**src/scr_pkg.sv**
```systemverilog
// Package with the register map, reset values and control carrier of the clock control bank.
package scr_pkg;

  // Register port widths.
  localparam int SCR_ADDR_W = 15;
  localparam int SCR_DATA_W = 8;
  localparam int SCR_POS_W  = 24;

  // Byte addresses of the bank; the position status spans three bytes, low byte first.
  localparam logic [SCR_ADDR_W-1:0] SCR_CTRL0_ADDR = 15'h0029;
  localparam logic [SCR_ADDR_W-1:0] SCR_CTRL1_ADDR = 15'h002A;
  localparam logic [SCR_ADDR_W-1:0] SCR_CTRL2_ADDR = 15'h002B;
  localparam logic [SCR_ADDR_W-1:0] SCR_POS0_ADDR  = 15'h002C;
  localparam logic [SCR_ADDR_W-1:0] SCR_POS1_ADDR  = 15'h002D;
  localparam logic [SCR_ADDR_W-1:0] SCR_POS2_ADDR  = 15'h002E;

  // Values after reset.
  localparam logic [SCR_DATA_W-1:0] SCR_CTRL0_RST = 8'h80;
  localparam logic [SCR_DATA_W-1:0] SCR_CTRL1_RST = 8'h00;
  localparam logic [SCR_DATA_W-1:0] SCR_CTRL2_RST = 8'h10;
  localparam logic [SCR_POS_W-1:0]  SCR_POS_RST   = 24'h00_0000;
  localparam logic [SCR_DATA_W-1:0] SCR_RD_ZERO   = 8'h00;

  // Field positions in clock control 0.
  localparam int SCR_PROC_EN_BIT = 6;
  localparam int SCR_RECV_EN_BIT = 5;
  localparam int SCR_ZOOM_BIT    = 4;
  localparam int SCR_SEL_MSB     = 3;
  localparam int SCR_SEL_LSB     = 0;

  // Field positions in clock control 1.
  localparam int SCR_CLK_PECL_BIT = 2;
  localparam int SCR_REF_PECL_BIT = 1;
  localparam int SCR_INVERT_BIT   = 0;

  // Field positions in clock control 2.
  localparam int SCR_ANA_NS_BIT = 2;
  localparam int SCR_CLK_NS_BIT = 0;

  // Controls handed to the analog and windowing logic.
  typedef struct packed {
    logic       ref_event_processor_enable;
    logic       ref_receiver_enable;
    logic       fine_window_scale;
    logic [3:0] ref_delay_select;
    logic       ref_polarity_invert;
    logic       clock_input_pecl_mode;
    logic       ref_input_pecl_mode;
    logic       analog_rail_noise_suppress;
    logic       clock_rail_noise_suppress;
  } scr_ctrl_s;

endpackage

```
**src/scr_clock_control_regs.sv**
```systemverilog
// Clock and alignment reference control registers with the capture position status.
module scr_clock_control_regs (
  // Clock and reset.
  input  wire logic                           clk,
  input  wire logic                           rst_n,
  // Register access from the serial interface framing.
  input  wire logic                           reg_wr_en,
  input  wire logic                           reg_rd_en,
  input  wire logic [scr_pkg::SCR_ADDR_W-1:0] reg_addr,
  input  wire logic [scr_pkg::SCR_DATA_W-1:0] reg_wr_data,
  output logic      [scr_pkg::SCR_DATA_W-1:0] reg_rd_data,
  output logic                                reg_rd_valid,
  // Alignment reference path.
  input  wire logic                           ref_in,
  input  wire logic [scr_pkg::SCR_POS_W-1:0]  edge_pos_in,
  output logic                                ref_aligned,
  // Controls to the analog front end and windowing logic.
  output scr_pkg::scr_ctrl_s                  ctrl
);
  import scr_pkg::*;

  logic [SCR_DATA_W-1:0] clock_control_0_r;
  logic [SCR_DATA_W-1:0] clock_control_1_r;
  logic [SCR_DATA_W-1:0] clock_control_2_r;
  logic [SCR_POS_W-1:0]  ref_edge_position_status_r;
  logic [SCR_POS_W-1:0]  ref_edge_position_status_nxt;
  logic [SCR_DATA_W-1:0] rd_data_r;
  logic [SCR_DATA_W-1:0] rd_data_nxt;
  logic                  rd_valid_r;
  logic                  ref_aligned_r;
  logic                  ref_aligned_nxt;

  // Address decode of the bank.
  wire logic hit_ctrl0 = (reg_addr == SCR_CTRL0_ADDR);
  wire logic hit_ctrl1 = (reg_addr == SCR_CTRL1_ADDR);
  wire logic hit_ctrl2 = (reg_addr == SCR_CTRL2_ADDR);
  wire logic hit_pos0  = (reg_addr == SCR_POS0_ADDR);
  wire logic hit_pos1  = (reg_addr == SCR_POS1_ADDR);
  wire logic hit_pos2  = (reg_addr == SCR_POS2_ADDR);
  wire logic wr_ctrl0  = reg_wr_en & hit_ctrl0;
  wire logic wr_ctrl1  = reg_wr_en & hit_ctrl1;
  wire logic wr_ctrl2  = reg_wr_en & hit_ctrl2;

  // Writable control registers; reserved bits are stored as written so readback is honest.
  always_ff @(posedge clk or negedge rst_n) begin
    if (!rst_n) begin
      clock_control_0_r <= SCR_CTRL0_RST;
      clock_control_1_r <= SCR_CTRL1_RST;
      clock_control_2_r <= SCR_CTRL2_RST;
    end else begin
      if (wr_ctrl0) clock_control_0_r <= reg_wr_data;
      if (wr_ctrl1) clock_control_1_r <= reg_wr_data;
      if (wr_ctrl2) clock_control_2_r <= reg_wr_data;
    end
  end

  // The position status follows the detector only while the receiver is powered, so the
  // last capture stays readable after the receiver is shut down. Bus writes never reach it.
  assign ref_edge_position_status_nxt = clock_control_0_r[SCR_RECV_EN_BIT] ? edge_pos_in
                                        : ref_edge_position_status_r;

  always_ff @(posedge clk or negedge rst_n) begin
    if (!rst_n) ref_edge_position_status_r <= SCR_POS_RST;
    else        ref_edge_position_status_r <= ref_edge_position_status_nxt;
  end

  // Read multiplexer; unmapped addresses read as zero.
  assign rd_data_nxt = hit_ctrl0 ? clock_control_0_r :
                       hit_ctrl1 ? clock_control_1_r :
                       hit_ctrl2 ? clock_control_2_r :
                       hit_pos0  ? ref_edge_position_status_r[7:0] :
                       hit_pos1  ? ref_edge_position_status_r[15:8] :
                       hit_pos2  ? ref_edge_position_status_r[23:16] : SCR_RD_ZERO;

  // Read data is registered and held until the next read.
  always_ff @(posedge clk or negedge rst_n) begin
    if (!rst_n) begin
      rd_data_r  <= SCR_RD_ZERO;
      rd_valid_r <= 1'b0;
    end else begin
      rd_valid_r <= reg_rd_en;
      if (reg_rd_en) rd_data_r <= rd_data_nxt;
    end
  end

  // Reference events pass only when the processor is enabled; the receiver bit also gates
  // them, since an unpowered receiver delivers no meaningful level even if the host ordered
  // the enables wrongly.
  assign ref_aligned_nxt = (ref_in ^ clock_control_1_r[SCR_INVERT_BIT])
                         & clock_control_0_r[SCR_PROC_EN_BIT]
                         & clock_control_0_r[SCR_RECV_EN_BIT];

  always_ff @(posedge clk or negedge rst_n) begin
    if (!rst_n) ref_aligned_r <= 1'b0;
    else        ref_aligned_r <= ref_aligned_nxt;
  end

  // Control outputs are plain slices of the flops above.
  assign ctrl.ref_event_processor_enable = clock_control_0_r[SCR_PROC_EN_BIT];
  assign ctrl.ref_receiver_enable        = clock_control_0_r[SCR_RECV_EN_BIT];
  assign ctrl.fine_window_scale          = clock_control_0_r[SCR_ZOOM_BIT];
  assign ctrl.ref_delay_select = clock_control_0_r[SCR_SEL_MSB:SCR_SEL_LSB];
  assign ctrl.ref_polarity_invert        = clock_control_1_r[SCR_INVERT_BIT];
  assign ctrl.clock_input_pecl_mode      = clock_control_1_r[SCR_CLK_PECL_BIT];
  assign ctrl.ref_input_pecl_mode        = clock_control_1_r[SCR_REF_PECL_BIT];
  assign ctrl.analog_rail_noise_suppress = clock_control_2_r[SCR_ANA_NS_BIT];
  assign ctrl.clock_rail_noise_suppress  = clock_control_2_r[SCR_CLK_NS_BIT];
  assign reg_rd_data                     = rd_data_r;
  assign reg_rd_valid                    = rd_valid_r;
  assign ref_aligned                     = ref_aligned_r;
endmodule

```
**config.mk**
```make
export PLATFORM = sky130hd
export DESIGN_NAME = scr_clock_control_regs
export DESIGN_NICKNAME = d
export VERILOG_FILES = /design/src/scr_pkg.sv /design/src/scr_clock_control_regs.sv
export SDC_FILE = /design/constraint.sdc
export NUM_CORES = 1
export LEC_CHECK = 0
export ABC_AREA = 1
export BUFFER_PORTS_ARGS = -buffer_cell sky130_fd_sc_hd__buf_4
export CAP_MARGIN = 20
export CORE_MARGIN = 2
export CORE_UTILIZATION = 57
export CTS_BUF_LIST = sky130_fd_sc_hd__clkbuf_8 sky130_fd_sc_hd__clkbuf_16
export DETAILED_ROUTE_END_ITERATION = 7
export MAX_ROUTING_LAYER = met4
export PLACE_DENSITY = 0.85
export SLEW_MARGIN = 10
export SYNTH_ARGS = -nofsm -noshare
export SYNTH_HDL_FRONTEND = slang
export SYNTH_SLANG_ARGS = --single-unit
```
**constraint.sdc**
```tcl
create_clock -name clk -period 2.9 [get_ports clk]
set_input_delay 0.145 -clock clk [delete_from_list [all_inputs] [get_ports clk]]
set_output_delay 0.145 -clock clk [all_outputs]
set_load 0.03 [all_outputs]
```
**Yosys cells after proc, flatten, opt, wreduce, memory -nomap -nowiden**

Cells that the tools add are included.

- Bits in registers: 58
- Latch bits: 0
- Memory bits (writable): 0
- ROM bits: 0
- Input bits: 52
- Memories kept: 0

- Add/sub/neg operators: 0
- $mul: 0
- Div/mod/pow operators: 0
- Order comparisons: 0
- Equal/unequal tests: 6
- Shift operators: 0
- Muxes and demuxes: 6
- Bitwise gates (word level): 6
- Reduce and logical (&&, ||, !) cells: 0

Operators with widths:

| cell | count |
|---|---|
| 15-bit by 6-bit == test with 1-bit output (second input constant) | 6 |
| 8-bit two-way mux | 6 |
| 1-bit bitwise AND | 5 |
| 1-bit XOR | 1 |

**Longest topological paths before layout**

Gate-level depths: netlist of the first run.

- Depth after elaboration: 7
- Depth in mapped cells: 10

**Worst setup path before layout of the first run**

Ideal clock, no wire load.

- Kind: input to register
- From: input port reg_addr[13] (netlist name)
- To: register clock_control_2_r[0]
- Setup time: 125 ps
- Data arrival time: 1115 ps
- Slack: 1660 ps
- Stages on the path: 6
- Buffers on the path: 0
- Path through: nor2_1 nand2_2 nor2_8 nand2_4 nor2_8 mux2_4

- Longest elaborated chain between the ends: 2

Ends and longest elaborated chain:

| item | line | text |
|---|---|---|
| start: declaration | scr_clock_control_regs.sv:9 | `input wire logic [scr_pkg::SCR_ADDR_W-1:0] reg_addr,` |
| 15-bit by 6-bit == test with 1-bit output | scr_clock_control_regs.sv:36 | `wire logic hit_ctrl2 = (reg_addr == SCR_CTRL2_ADDR);` |
| 1-bit bitwise AND | scr_clock_control_regs.sv:42 | `wire logic wr_ctrl2 = reg_wr_en & hit_ctrl2;` |
| end signal: assignment | scr_clock_control_regs.sv:53 | `if (wr_ctrl2) clock_control_2_r <= reg_wr_data;` |
| end: declaration | scr_clock_control_regs.sv:24 | `logic [SCR_DATA_W-1:0] clock_control_2_r;` |

Every way passes these cells.
A chain may end at the register's enable or synchronous reset.

**Worst setup path after layout of the first run**

- From: input port reg_addr[14] (netlist name)
- To: register clock_control_2_r[5]

The elaborated chain is that of the path after synthesis.

==> qor_table.md, run 1 <==
| Item | This run |
|:---|:---|
| Outcome | finished, final reports clean |
| Worst endpoint required time | 3130 ps |
| Sum of overflow across all layers after global routing | 0 |
| Max frequency | 0.735 GHz |
| Standard cell core area | 5040 um2 |
| DPL Wire Length | 4.67 mm |
| P per Cell Area | 452 nW/um2 |
| Cell area after placement | 3430 um2 |
| Commonest non-fill, non-tap cell in the layout | sky130_fd_sc_hd__buf_4 |
| Filler cell count in the final layout | 376 |
| Final setup TNS | 0 ps |
| Share of post-route cells with drive strength above 1 | 39.5% |
| Layout overhead on the synthesized area | 24.6% |
| Worst setup timing slack at the placement stage | 1170 ps |
| Number of endpoints with negative hold slack in the final report | 0 |
| Vias after detailed routing | 2,319 |
| Worst-path clk slew | 60 ps |
| Vertical die dimension | 75.9 um |
| Synthesized instance count | 306 |
| Register Area | 1450 um2 |
| Net count after synthesis | 358 |
| Detailed-route vias per instance | 5.19 |
| Final Slew Violations | 0 |
| Post-synthesis average cell area | 9.64 um2 |
| Remaining design rule violation count | 0 |
| Seq/Total Area, Yosys | 49.3% |
| Area taken by multi-input logic gates | 1240 um2 |
| Later-pin clock latency in the skew report | 340 ps |
| Clock Skew | 2.57 ps |
| Yosys warning total | 0 |
| CP Max Fanout | 36 |
| Number of antenna repair diodes | 0 |
| Slew Limit Headroom | 52.0% |
| Antenna violations before repair | 0 |
| # Max-Cap Violations | 0 |
| Number of global-route vias before repair | 2,324 |
| Number of synthesized register bits | 58 |
| CTS tree | yes |
| Total die area | 5770 um2 |
| Leak Pwr | 1.97 nW |
| Number of sinks driven by the clock tree | 58 |
| Fin cells | 447 |
| Mapped cell area | 2950 um2 |
| Htree depth | 3 |
| Overall Global Routing Usage | 25.5% |
| Transition time at the pin with the least slew margin | 720 ps |
| Count of input and output buffers | 73 |
| Hold Slack | 10.6 ps |
| Count of cells resized by post-cts repair | 0 |
| Maximum number of pins on one net before global-route repair | 59 |
| Final min period | 1360 ps |
| Longest Clk Path Bufs | 2 |
| Setup repair after global routing missed its margin | false |
| Detailed-router iteration count before antenna repair | 5 |
| Number of buffers created by CTS | 9 |
| Post-route cell area | 3670 um2 |
| Gp weighted congestion | 0.848 |
| Number of routed nets with antenna violations | 0 |
| Peak supply drop | 0.000344 V |
| Largest cells by area after synthesis | sky130_fd_sc_hd__dfrtp_1 (48%), sky130_fd_sc_hd__nand2_1 (8.9%), sky130_fd_sc_hd__mux2_2 (6.1%) |
| Area share of the largest cell type after synthesis | 47.5% |
| Final Core Density | 72.9% |
| CTS root buf | sky130_fd_sc_hd__clkbuf_8 |
| Final net count | 424 |
| Final number of setup-violating endpoints | 0 |
| HP Class | in -> reg |
| DRT iter0 DRCs | 218 |
| Arr. time, crit path | 1590 ps |
| Share of the clock period used by the worst path after layout | 46.9% |
| Number of rows in the core area | 26 |
| Highest-count cells in the layout ignoring fill and taps | sky130_fd_sc_hd__buf_4 (74), sky130_fd_sc_hd__nand2_1 (70), sky130_fd_sc_hd__dfrtp_1 (56) |
| Effective utilization at floorplan | 58.5% |
| Final Power | 1.66 mW |
| Number of distinct library cell variants in the gate-level netlist after synthesis | 23 |
| Kind of critical path | in -> reg |
| Kind of end point of the critical path | flop |
| PnR worst setup slack | 1540 ps |
| Number of I/O pins | 74 |
| Post-synth top area cell | sky130_fd_sc_hd__dfrtp_1 |
| Post-detailed-routing wire length | 6.44 mm |
| Routed wirelength normalized by instance count | 14.4 um |
| Cell total after placement | 428 |
| Chip width | 75.9 um |
| Wire length of the first global-routing pass | 11.3 mm |
| Kind of start point of the critical path | input pin |
==> cell families after synthesis <==
logic type             share of synthesized area, %
AOI/OAI and AO/OA                              6.11
and+or+nand+nor                                25.8
muxes                                          10.2
buffers and inverters                          8.57
DFF                                            49.3
==> flip-flops by register name (all words and copies together), names as in the netlist <==
register	flops
reg_rd_valid	1
clock_control_2_r	8
ref_edge_position_status_r	24
clock_control_1_r	8
reg_rd_data	8
ref_aligned	1
clock_control_0_r	8
==> Yosys cell counts, drive strengths merged <==
cell type / instances
inv: 24
nand4: 9
nand2: 74
nor2: 34
mux2: 24
dfrtp: 56
buf: 21
clkbuf: 1
o21ai: 24
nand3: 37
dfstp: 2
==> final timing paths <==
path,depth (start not counted),slack (ps),end,from
hold / removal,3,10,ref_edge_position_status_r[6],edge_pos_in[6]
setup / recovery,7,1540,clock_control_2_r[5],reg_addr[14]
hold reg to reg,2,480,reg_rd_data[7],reg_rd_data[7]
max in group asynchronous,2,2020,clock_control_1_r[7],rst_n
setup reg to reg,2,1640,ref_edge_position_status_r[18],clock_control_0_r[5]
min in group asynchronous,2,410,reg_rd_data[6],rst_n
==> per-layer routing <==
layer,global-route usage [%],vias up,share of wire (%)
met3,6.31,12,5.5
li1,-,1121,-
met5,-,-,0
met1,33.2,1111,44
met4,11.1,0,2.1
met2,38.4,75,48
==> power by group <==
group | switching, mW | internal, mW
logic | 0.0558 | 0.0546
registers | 0.00207 | 0.814
clock network | 0.302 | 0.432
==> layout make-up <==
cell class / count / area share [%]
flip-flops and latches: 58 / 39.6
clock inverters: 5 / 1.26
repair buffers: 77 / 16.4
multi-input cells: 202 / 33.8
well taps: 70 / 2.38
clock buffers: 11 / 4.12
inverters: 24 / 2.45
==> worst max-delay path: stages <==
cell and delay (ps):
sky130_fd_sc_hd__buf_4 110, sky130_fd_sc_hd__nor2_2 110, sky130_fd_sc_hd__nand2_2 90, sky130_fd_sc_hd__nor2_8 430, sky130_fd_sc_hd__nand2_4 130, sky130_fd_sc_hd__nor2_8 230, sky130_fd_sc_hd__mux2_4 330
==> repair_timing <==
action | 4_1_cts | 5_1_grt
buffers inserted | 0 | 0
hold buffers | 2 | 0
hold endpoints to repair | 57 | 0
Note: power is estimated with default switching activity, not from simulation.
==> inputs of run 2 (changes only) <==
Settings changed: ABC_AREA 1 to 0, CORE_UTILIZATION 57 to 52, PLACE_DENSITY 0.85 to 0.79.
Clock period 2.9 ns to 1.3 ns, I/O delays scaled along.
==> qor_table.md, run 2 <==
| Item | This run |
|:---|:---|
| Outcome | complete, but fails checks |
| Failing checks | setup timing |
| Chip width | 76.6 um |
| CTS root buf | sky130_fd_sc_hd__clkbuf_8 |
| Number of cell instances on the worst register-to-register path | 2 |
| Yosys warning total | 0 |
| Peak supply drop | 0.000679 V |
| Maximum number of pins on one net before global-route repair | 35 |
| Remaining design rule violation count | 0 |
| Transition time at the pin with the least slew margin | 618 ps |
| Leak Pwr | 2.05 nW |
| Most common cell in the synthesized netlist | sky130_fd_sc_hd__dfrtp_1 |
| Final Slew Violations | 0 |
| Post-Synth Simple-Gate Area | 10.8% |
| Layout overhead on the synthesized area | 47.6% |
| Sum of overflow across all layers after global routing | 0 |
| Number of antenna repair diodes | 0 |
| Clock Skew | 7.68 ps |
| Final Core Density | 79.3% |
| CP Max Fanout | 5 |
| Critical register-to-register path startpoint | clock_control_0_r[5] |
| Number of rows in the core area | 26 |
| Worst endpoint required time | 1550 ps |
| Flip-flop count of the largest register after layout | 24 |
| HP Class | in -> reg |
| Detailed-route vias per instance | 5.48 |
| Worst-path clk slew | 60 ps |
| Later-pin clock latency in the skew report | 340 ps |
| Destination of the worst hold path | reg_rd_valid |
| Filler cell count in the final layout | 300 |
| Share of the clock period used by the worst path after layout | 115% |
| Kind of end point of the critical path | flop |
| Post-synth top area cell | sky130_fd_sc_hd__dfrtp_1 |
| Arr. time, crit path | 1750 ps |
| Commonest non-fill, non-tap cell in the layout | sky130_fd_sc_hd__buf_4 |
| Number of endpoints with negative hold slack in the final report | 0 |
| Post-route cell area | 4050 um2 |
| DPL Wire Length | 4.65 mm |
| Most flop-heavy register | ref_edge_position_status_r |
| Fraction of the mapped netlist area in adder cells | 0% |
| Compound-gate portion of the synthesized area | 12.9% |
| # Max-Cap Violations | 0 |
| Number of I/O pins | 74 |
| Number of enable flip-flop cells after synthesis | 0 |
| Number of routed nets with antenna violations | 0 |
| Kind of critical path | in -> reg |
| Number of synthesized register bits | 58 |
| Effective utilization at floorplan | 53.7% |
| Minimum setup slack among reg-to-reg paths | 200 ps |
| Final setup TNS | -4490 ps |
| Number of global-route vias before repair | 2,361 |
| Post-synth ARST share | 100% |
| Htree depth | 3 |
| Vias after detailed routing | 2,286 |
| Total die area | 5870 um2 |
| Count of input and output buffers | 73 |
| Cell area after placement | 3420 um2 |
| PnR worst setup slack | -197 ps |
| Setup repair after global routing missed its margin | true |
| Number of sinks driven by the clock tree | 58 |
| Number of distinct library cell variants in the gate-level netlist after synthesis | 38 |
| Largest cells by area after synthesis | sky130_fd_sc_hd__dfrtp_1 (51%), sky130_fd_sc_hd__mux2_2 (17%), sky130_fd_sc_hd__o21ai_0 (5.5%) |
| Hold_sp | reg_rd_en |
| Leading register cell type out of synthesis | sky130_fd_sc_hd__dfrtp_1 |
| P per Cell Area | 934 nW/um2 |
| Post-synthesis average cell area | 12.2 um2 |
| Count of cells along the worst hold path | 2 |
| CTS tree | yes |
| Most frequent cells after synthesis | sky130_fd_sc_hd__dfrtp_1 (56), sky130_fd_sc_hd__mux2_2 (41), sky130_fd_sc_hd__o21ai_0 (30) |
| Gp weighted congestion | 0.915 |
| Longest Clk Path Bufs | 2 |
| Final number of setup-violating endpoints | 32 |
| Routed wirelength normalized by instance count | 17.6 um |
| Slew Limit Headroom | 58.8% |
| Highest-count cells in the layout ignoring fill and taps | sky130_fd_sc_hd__buf_4 (85), sky130_fd_sc_hd__dfrtp_1 (56), sky130_fd_sc_hd__mux2_2 (33), sky130_fd_sc_hd__dlygate4sd3_1 (33), sky130_fd_sc_hd__o21ai_0 (22) |
| Number of buffers created by CTS | 9 |
| Post-detailed-routing wire length | 7.33 mm |
| Max frequency | 0.668 GHz |
| Synthesized instance count | 225 |
| Xor and xnor fraction of the mapped netlist area | 0.319% |
| Area share of the largest cell type after synthesis | 51.1% |
| Seq/Total Area, Yosys | 53.0% |
| Proportion of synthesized area in mux cells | 17.2% |
| Final net count | 395 |
| Share of post-route cells with drive strength above 1 | 48.4% |
| Reg-to-Reg End | ref_edge_position_status_r[8] |
| Antenna violations before repair | 0 |
| Detailed-router iteration count before antenna repair | 4 |
| Standard cell core area | 5110 um2 |
| DRT iter0 DRCs | 145 |
| Kind of start point of the critical path | input pin |
| Combinational family with the most area after synthesis | multiplexers |
| Net count after synthesis | 277 |
| Overall Global Routing Usage | 27.2% |
| Final min period | 1500 ps |
| Mapped cell area | 2740 um2 |
| Hold Slack | 47.6 ps |
| Vertical die dimension | 76.6 um |
| Wire length of the first global-routing pass | 11.7 mm |
[run 2: cell count changes in the layout (fill, tap and decap cells not counted), moves of 11 or more]
cell	before	now
sky130_fd_sc_hd__nand2_1	70	8
sky130_fd_sc_hd__dlygate4sd3_1	2	33
sky130_fd_sc_hd__nand3_1	35	0
sky130_fd_sc_hd__nor2_1	23	3
sky130_fd_sc_hd__inv_1	25	10
sky130_fd_sc_hd__mux2_2	16	33
sky130_fd_sc_hd__o21ai_0	8	22
sky130_fd_sc_hd__o21ai_2	16	0
sky130_fd_sc_hd__buf_4	74	85
[run 2: repair_timing]
action / 4_1_cts / 5_1_grt
hold buffers: 33 / 0
endpoints found under the hold margin: 104 / 0
pin swaps: 9 / 9
resized for setup: 20 / 10
endpoints found under the setup margin: 32 / 32
buffers inserted: 3 / 1
cloned: 1 / 0
[run 2: stage by stage]
step / total power [mW] / cells / worst slack [ps]
2_1_floorplan: 1.92 / 225 / -437
3_3_place_gp: 2.13 / 364 / -529
3_5_place_dp: 2.13 / 364 / -551
4_1_cts: 3.79 / 416 / -161
5_1_grt: 3.93 / 417 / -230
6_report: 3.78 / 417 / -197
[run 2: layer usage]
layer | global-route usage (%) | part of all wire, %
met4 | 12.7 | 3.0
met2 | 43.5 | 50
met5 | - | 0
met3 | 6.99 | 5.7
met1 | 32.5 | 41
[run 2: cells by family after synthesis]
| family | after synthesis |
|---|---|
| buf+inv | 30 |
| mux | 42 |
| xor+xnor | 1 |
| flops | 58 |
| simple gates | 38 |
| compound gates | 56 |
[run 2: report_power, final]
group / internal, mW / total [mW] / switching [mW] / leakage (nW)
Sequential: 1.82 / 1.82 / 0.00414 / 0.765
Combinational: 0.220 / 0.373 / 0.152 / 1.18
Clock: 0.905 / 1.59 / 0.682 / 0.105
Total: 2.94 / 3.78 / 0.838 / 2.05
[run 2: cell type report]
class	count	area, um2	share of cell area, %
Sequential cell	58	1450	35.9
Multi-Input combinational cell	137	1180	29.1
Timing Repair Buffer	128	1110	27.4
Clock buffer	10	138	3.40
Tap cell	70	87.6	2.16
Clock inverter	5	47.5	1.17
Inverter	9	33.8	0.835
[run 2: critical path: stages]
cell and delay [ps]:
sky130_fd_sc_hd__buf_6 90, sky130_fd_sc_hd__or4b_4 570, sky130_fd_sc_hd__buf_6 150, sky130_fd_sc_hd__nor4_4 250
sky130_fd_sc_hd__buf_4 180, sky130_fd_sc_hd__buf_6 130, sky130_fd_sc_hd__a32o_2 170, sky130_fd_sc_hd__a21oi_1 50
sky130_fd_sc_hd__o21ai_1 90
[run 2: worst max path at each step]
stage | start | to
after global routing | reg_addr[4] | reg_rd_data[3]
after global placement | reg_addr[12] | clock_control_1_r[0]
final | reg_addr[4] | reg_rd_data[3]
after CTS | reg_addr[10] | clock_control_1_r[4]
after detailed placement | reg_addr[12] | clock_control_1_r[7]
after floorplan | reg_addr[12] | clock_control_2_r[0]
==> inputs of run 3 (changes only) <==
Settings changed: CELL_PAD_IN_SITES_DETAIL_PLACEMENT set to 1, CELL_PAD_IN_SITES_GLOBAL_PLACEMENT set to 2, CORE_ASPECT_RATIO set to 0.75, CORE_UTILIZATION 52 to 34, PLACE_DENSITY 0.79 to unset, PLACE_DENSITY_LB_ADDON set to 0.1.
==> qor_table.md, run 3 (synthesis gave the netlist of run 2 again) <==
| Item | This run |
|:---|:---|
| Outcome | complete, but fails checks |
| Failing checks | setup timing |
| Vertical die dimension | 81.8 um |
| Reg-to-Reg End | ref_edge_position_status_r[7] |
| Wire length of the first global-routing pass | 12.5 mm |
| Filler cell count in the final layout | 849 |
| P per Cell Area | 964 nW/um2 |
| Worst-path clk slew | 60 ps |
| Commonest non-fill, non-tap cell in the layout | sky130_fd_sc_hd__buf_4 |
| Share of post-route cells with drive strength above 1 | 50.4% |
| Number of routed nets with antenna violations | 0 |
| Most flop-heavy register | ref_edge_position_status_r |
| Critical register-to-register path startpoint | clock_control_0_r[5] |
| HP Class | in -> reg |
| Number of antenna repair diodes | 0 |
| Number of endpoints with negative hold slack in the final report | 0 |
| Slew Limit Headroom | 67.2% |
| Final number of setup-violating endpoints | 32 |
| Capturing instance or port of the critical path | clock_control_1_r[7] |
| Cell total after placement | 403 |
| Arr. time, crit path | 1700 ps |
| Htree depth | 3 |
| Post-detailed-routing wire length | 7.80 mm |
| Sum of overflow across all layers after global routing | 0 |
| Number of cell instances on the worst register-to-register path | 2 |
| Layout overhead on the synthesized area | 53.6% |
| Worst setup timing slack at the placement stage | -547 ps |
| Highest-count cells in the layout ignoring fill and taps | sky130_fd_sc_hd__buf_4 (85), sky130_fd_sc_hd__dfrtp_1 (56), sky130_fd_sc_hd__mux2_2 (33), sky130_fd_sc_hd__dlygate4sd3_1 (33), sky130_fd_sc_hd__o21ai_0 (18) |
| Internal power of the cells | 3.20 mW |
| Clk network pwr share | 45.7% |
| DRT iter0 DRCs | 43 |
| Number of sinks driven by the clock tree | 58 |
| Clock Skew | 7.83 ps |
| Detailed-route vias per instance | 4.87 |
| Chip width | 108 um |
| Later-pin clock latency in the skew report | 330 ps |
| Final min period | 1490 ps |
| Final Core Density | 53.7% |
| Bufs and invs on worst path | 2 |
| Number of buffers created by CTS | 9 |
| Final setup TNS | -3190 ps |
| Kind of end point of the critical path | flop |
| CP cell instances | buf_6 > or4b_4 > or2_4 > nor3_4 > buf_12 > mux2_4 |
| Detailed-router iteration count before antenna repair | 4 |
| Flip-flop count of the largest register after layout | 24 |
| Overall Global Routing Usage | 19.5% |
| Transition time at the pin with the least slew margin | 493 ps |
| Maximum number of pins on one net before global-route repair | 31 |
| Effective utilization at floorplan | 34.9% |
| Part of the power in registers | 44.8% |
| Area taken by multi-input logic gates | 1230 um2 |
| Register Area | 1450 um2 |
| CTS root buf | sky130_fd_sc_hd__clkbuf_8 |
| Startpoint of the most critical setup path | reg_addr[4] |
| Final Slew Violations | 0 |
| Minimum setup slack among reg-to-reg paths | 180 ps |
| Final Power | 4.06 mW |
| Standard cell core area | 7850 um2 |
| CP Max Fanout | 8 |
| Fin cells | 456 |
| Comb power frac | 9.5% |
| Remaining design rule violation count | 0 |
| Switch share | 21.1% |
| Longest Clk Path Bufs | 2 |
| Max frequency | 0.672 GHz |
| Number of rows in the core area | 28 |
| Routed wirelength normalized by instance count | 17.1 um |
| DPL Wire Length | 5.28 mm |
| Logic depth of the worst setup path including buffers | 6 |
| Vias after detailed routing | 2,219 |
| Delay contributed by the slowest stage of the critical path | 570 ps |
| CTS tree | yes |
| Count of input and output buffers | 73 |
| Kind of critical path | in -> reg |
| Leak Pwr | 2.09 nW |
| # Max-Cap Violations | 0 |
| Gp weighted congestion | 0.754 |
| Kind of cell adding the most delay to the critical path | simple AND/OR/NAND/NOR gates |
| Total die area | 8810 um2 |
| Final net count | 398 |
| Number of global-route vias before repair | 2,470 |
| Net switching component of the power | 856 uW |
| Number of I/O pins | 74 |
| Antenna violations before repair | 0 |
| Worst endpoint required time | 1510 ps |
| PnR worst setup slack | -188 ps |
| Critical path's slowest cell | sky130_fd_sc_hd__or4b_4 |
| Setup repair after global routing missed its margin | true |
| Peak supply drop | 0.000485 V |
| Kind of start point of the critical path | input pin |
| Share of the clock period used by the worst path after layout | 114% |
[run 3: changes by cell type in the layout (fill, tap and decap cells not counted), sizes merged]
cell | previous run | this run
buf | 95 | 98
clkbuf | 10 | 11
clkinv | 3 | 1
bufinv | 1 | 2
inv | 10 | 11
[run 3: power groups by stage]
stage / Clock [mW] / Combinational [mW] / Sequential (mW)
after CTS: 1.90 / 0.382 / 1.82
after global placement: 0 / 0.290 / 1.85
final: 1.86 / 0.384 / 1.82
after detailed placement: 0 / 0.293 / 1.85
after global routing: 2.02 / 0.424 / 1.82
after floorplan: 0 / 0.0677 / 1.85
[run 3: layout make-up]
class | instances | share of cell area, %
Sequential cell | 58 | 34.5
Multi-Input combinational cell | 137 | 29.2
Timing Repair Buffer | 131 | 27.1
Clock buffer | 11 | 3.59
Tap cell | 105 | 3.12
Clock inverter | 5 | 1.69
Inverter | 9 | 0.802
[run 3: worst min-delay path by stage]
stage                                           to  startpoint  cells past startpoint  slack (ps)
floorplan                     clock_control_0_r[0]       rst_n                      0        -230
global placement    ref_edge_position_status_r[20]       rst_n                      1         -20
detailed placement  ref_edge_position_status_r[11]       rst_n                      1         -20
CTS                                    ref_aligned      ref_in                      3          50
global route                           ref_aligned      ref_in                      3          70
finish                                 ref_aligned      ref_in                      3          70
[run 3: repair_timing]
item                                    4_1_cts  5_1_grt
gates resized for setup                      28       18
endpoints found under the setup margin       32       32
cloned                                        0        1
hold buffers                                 33        0
endpoints found under the hold margin       105        0
buffers inserted                              2        1
pin swaps                                    13       10
[run 3: per-layer routing]
layer	wire [um]	share of wire [%]	vias to the layer above	GRT usage (%)
li1	-	-	1055	-
met1	3490	45	1106	23.1
met2	3900	50	52	33.5
met3	368	4.7	6	5.63
met4	48	0.62	0	4.23
met5	0	0	-	-
[run 3: stage by stage]
stage	area (um2)	hold WS, ps
detailed placement	3500	-16.6
floorplan	2750	-231
CTS	4140	53.7
global route	4210	73.3
global placement	3500	-19.3
finish	4210	72.1
[run 3: worst register-to-register path: cells and delay by family (launching register included)]
| kind | cells | cell delay, ps |
|---|---|---|
| buf+inv | 1 | 210 |
| mux | 1 | 350 |
| flops | 1 | 430 |
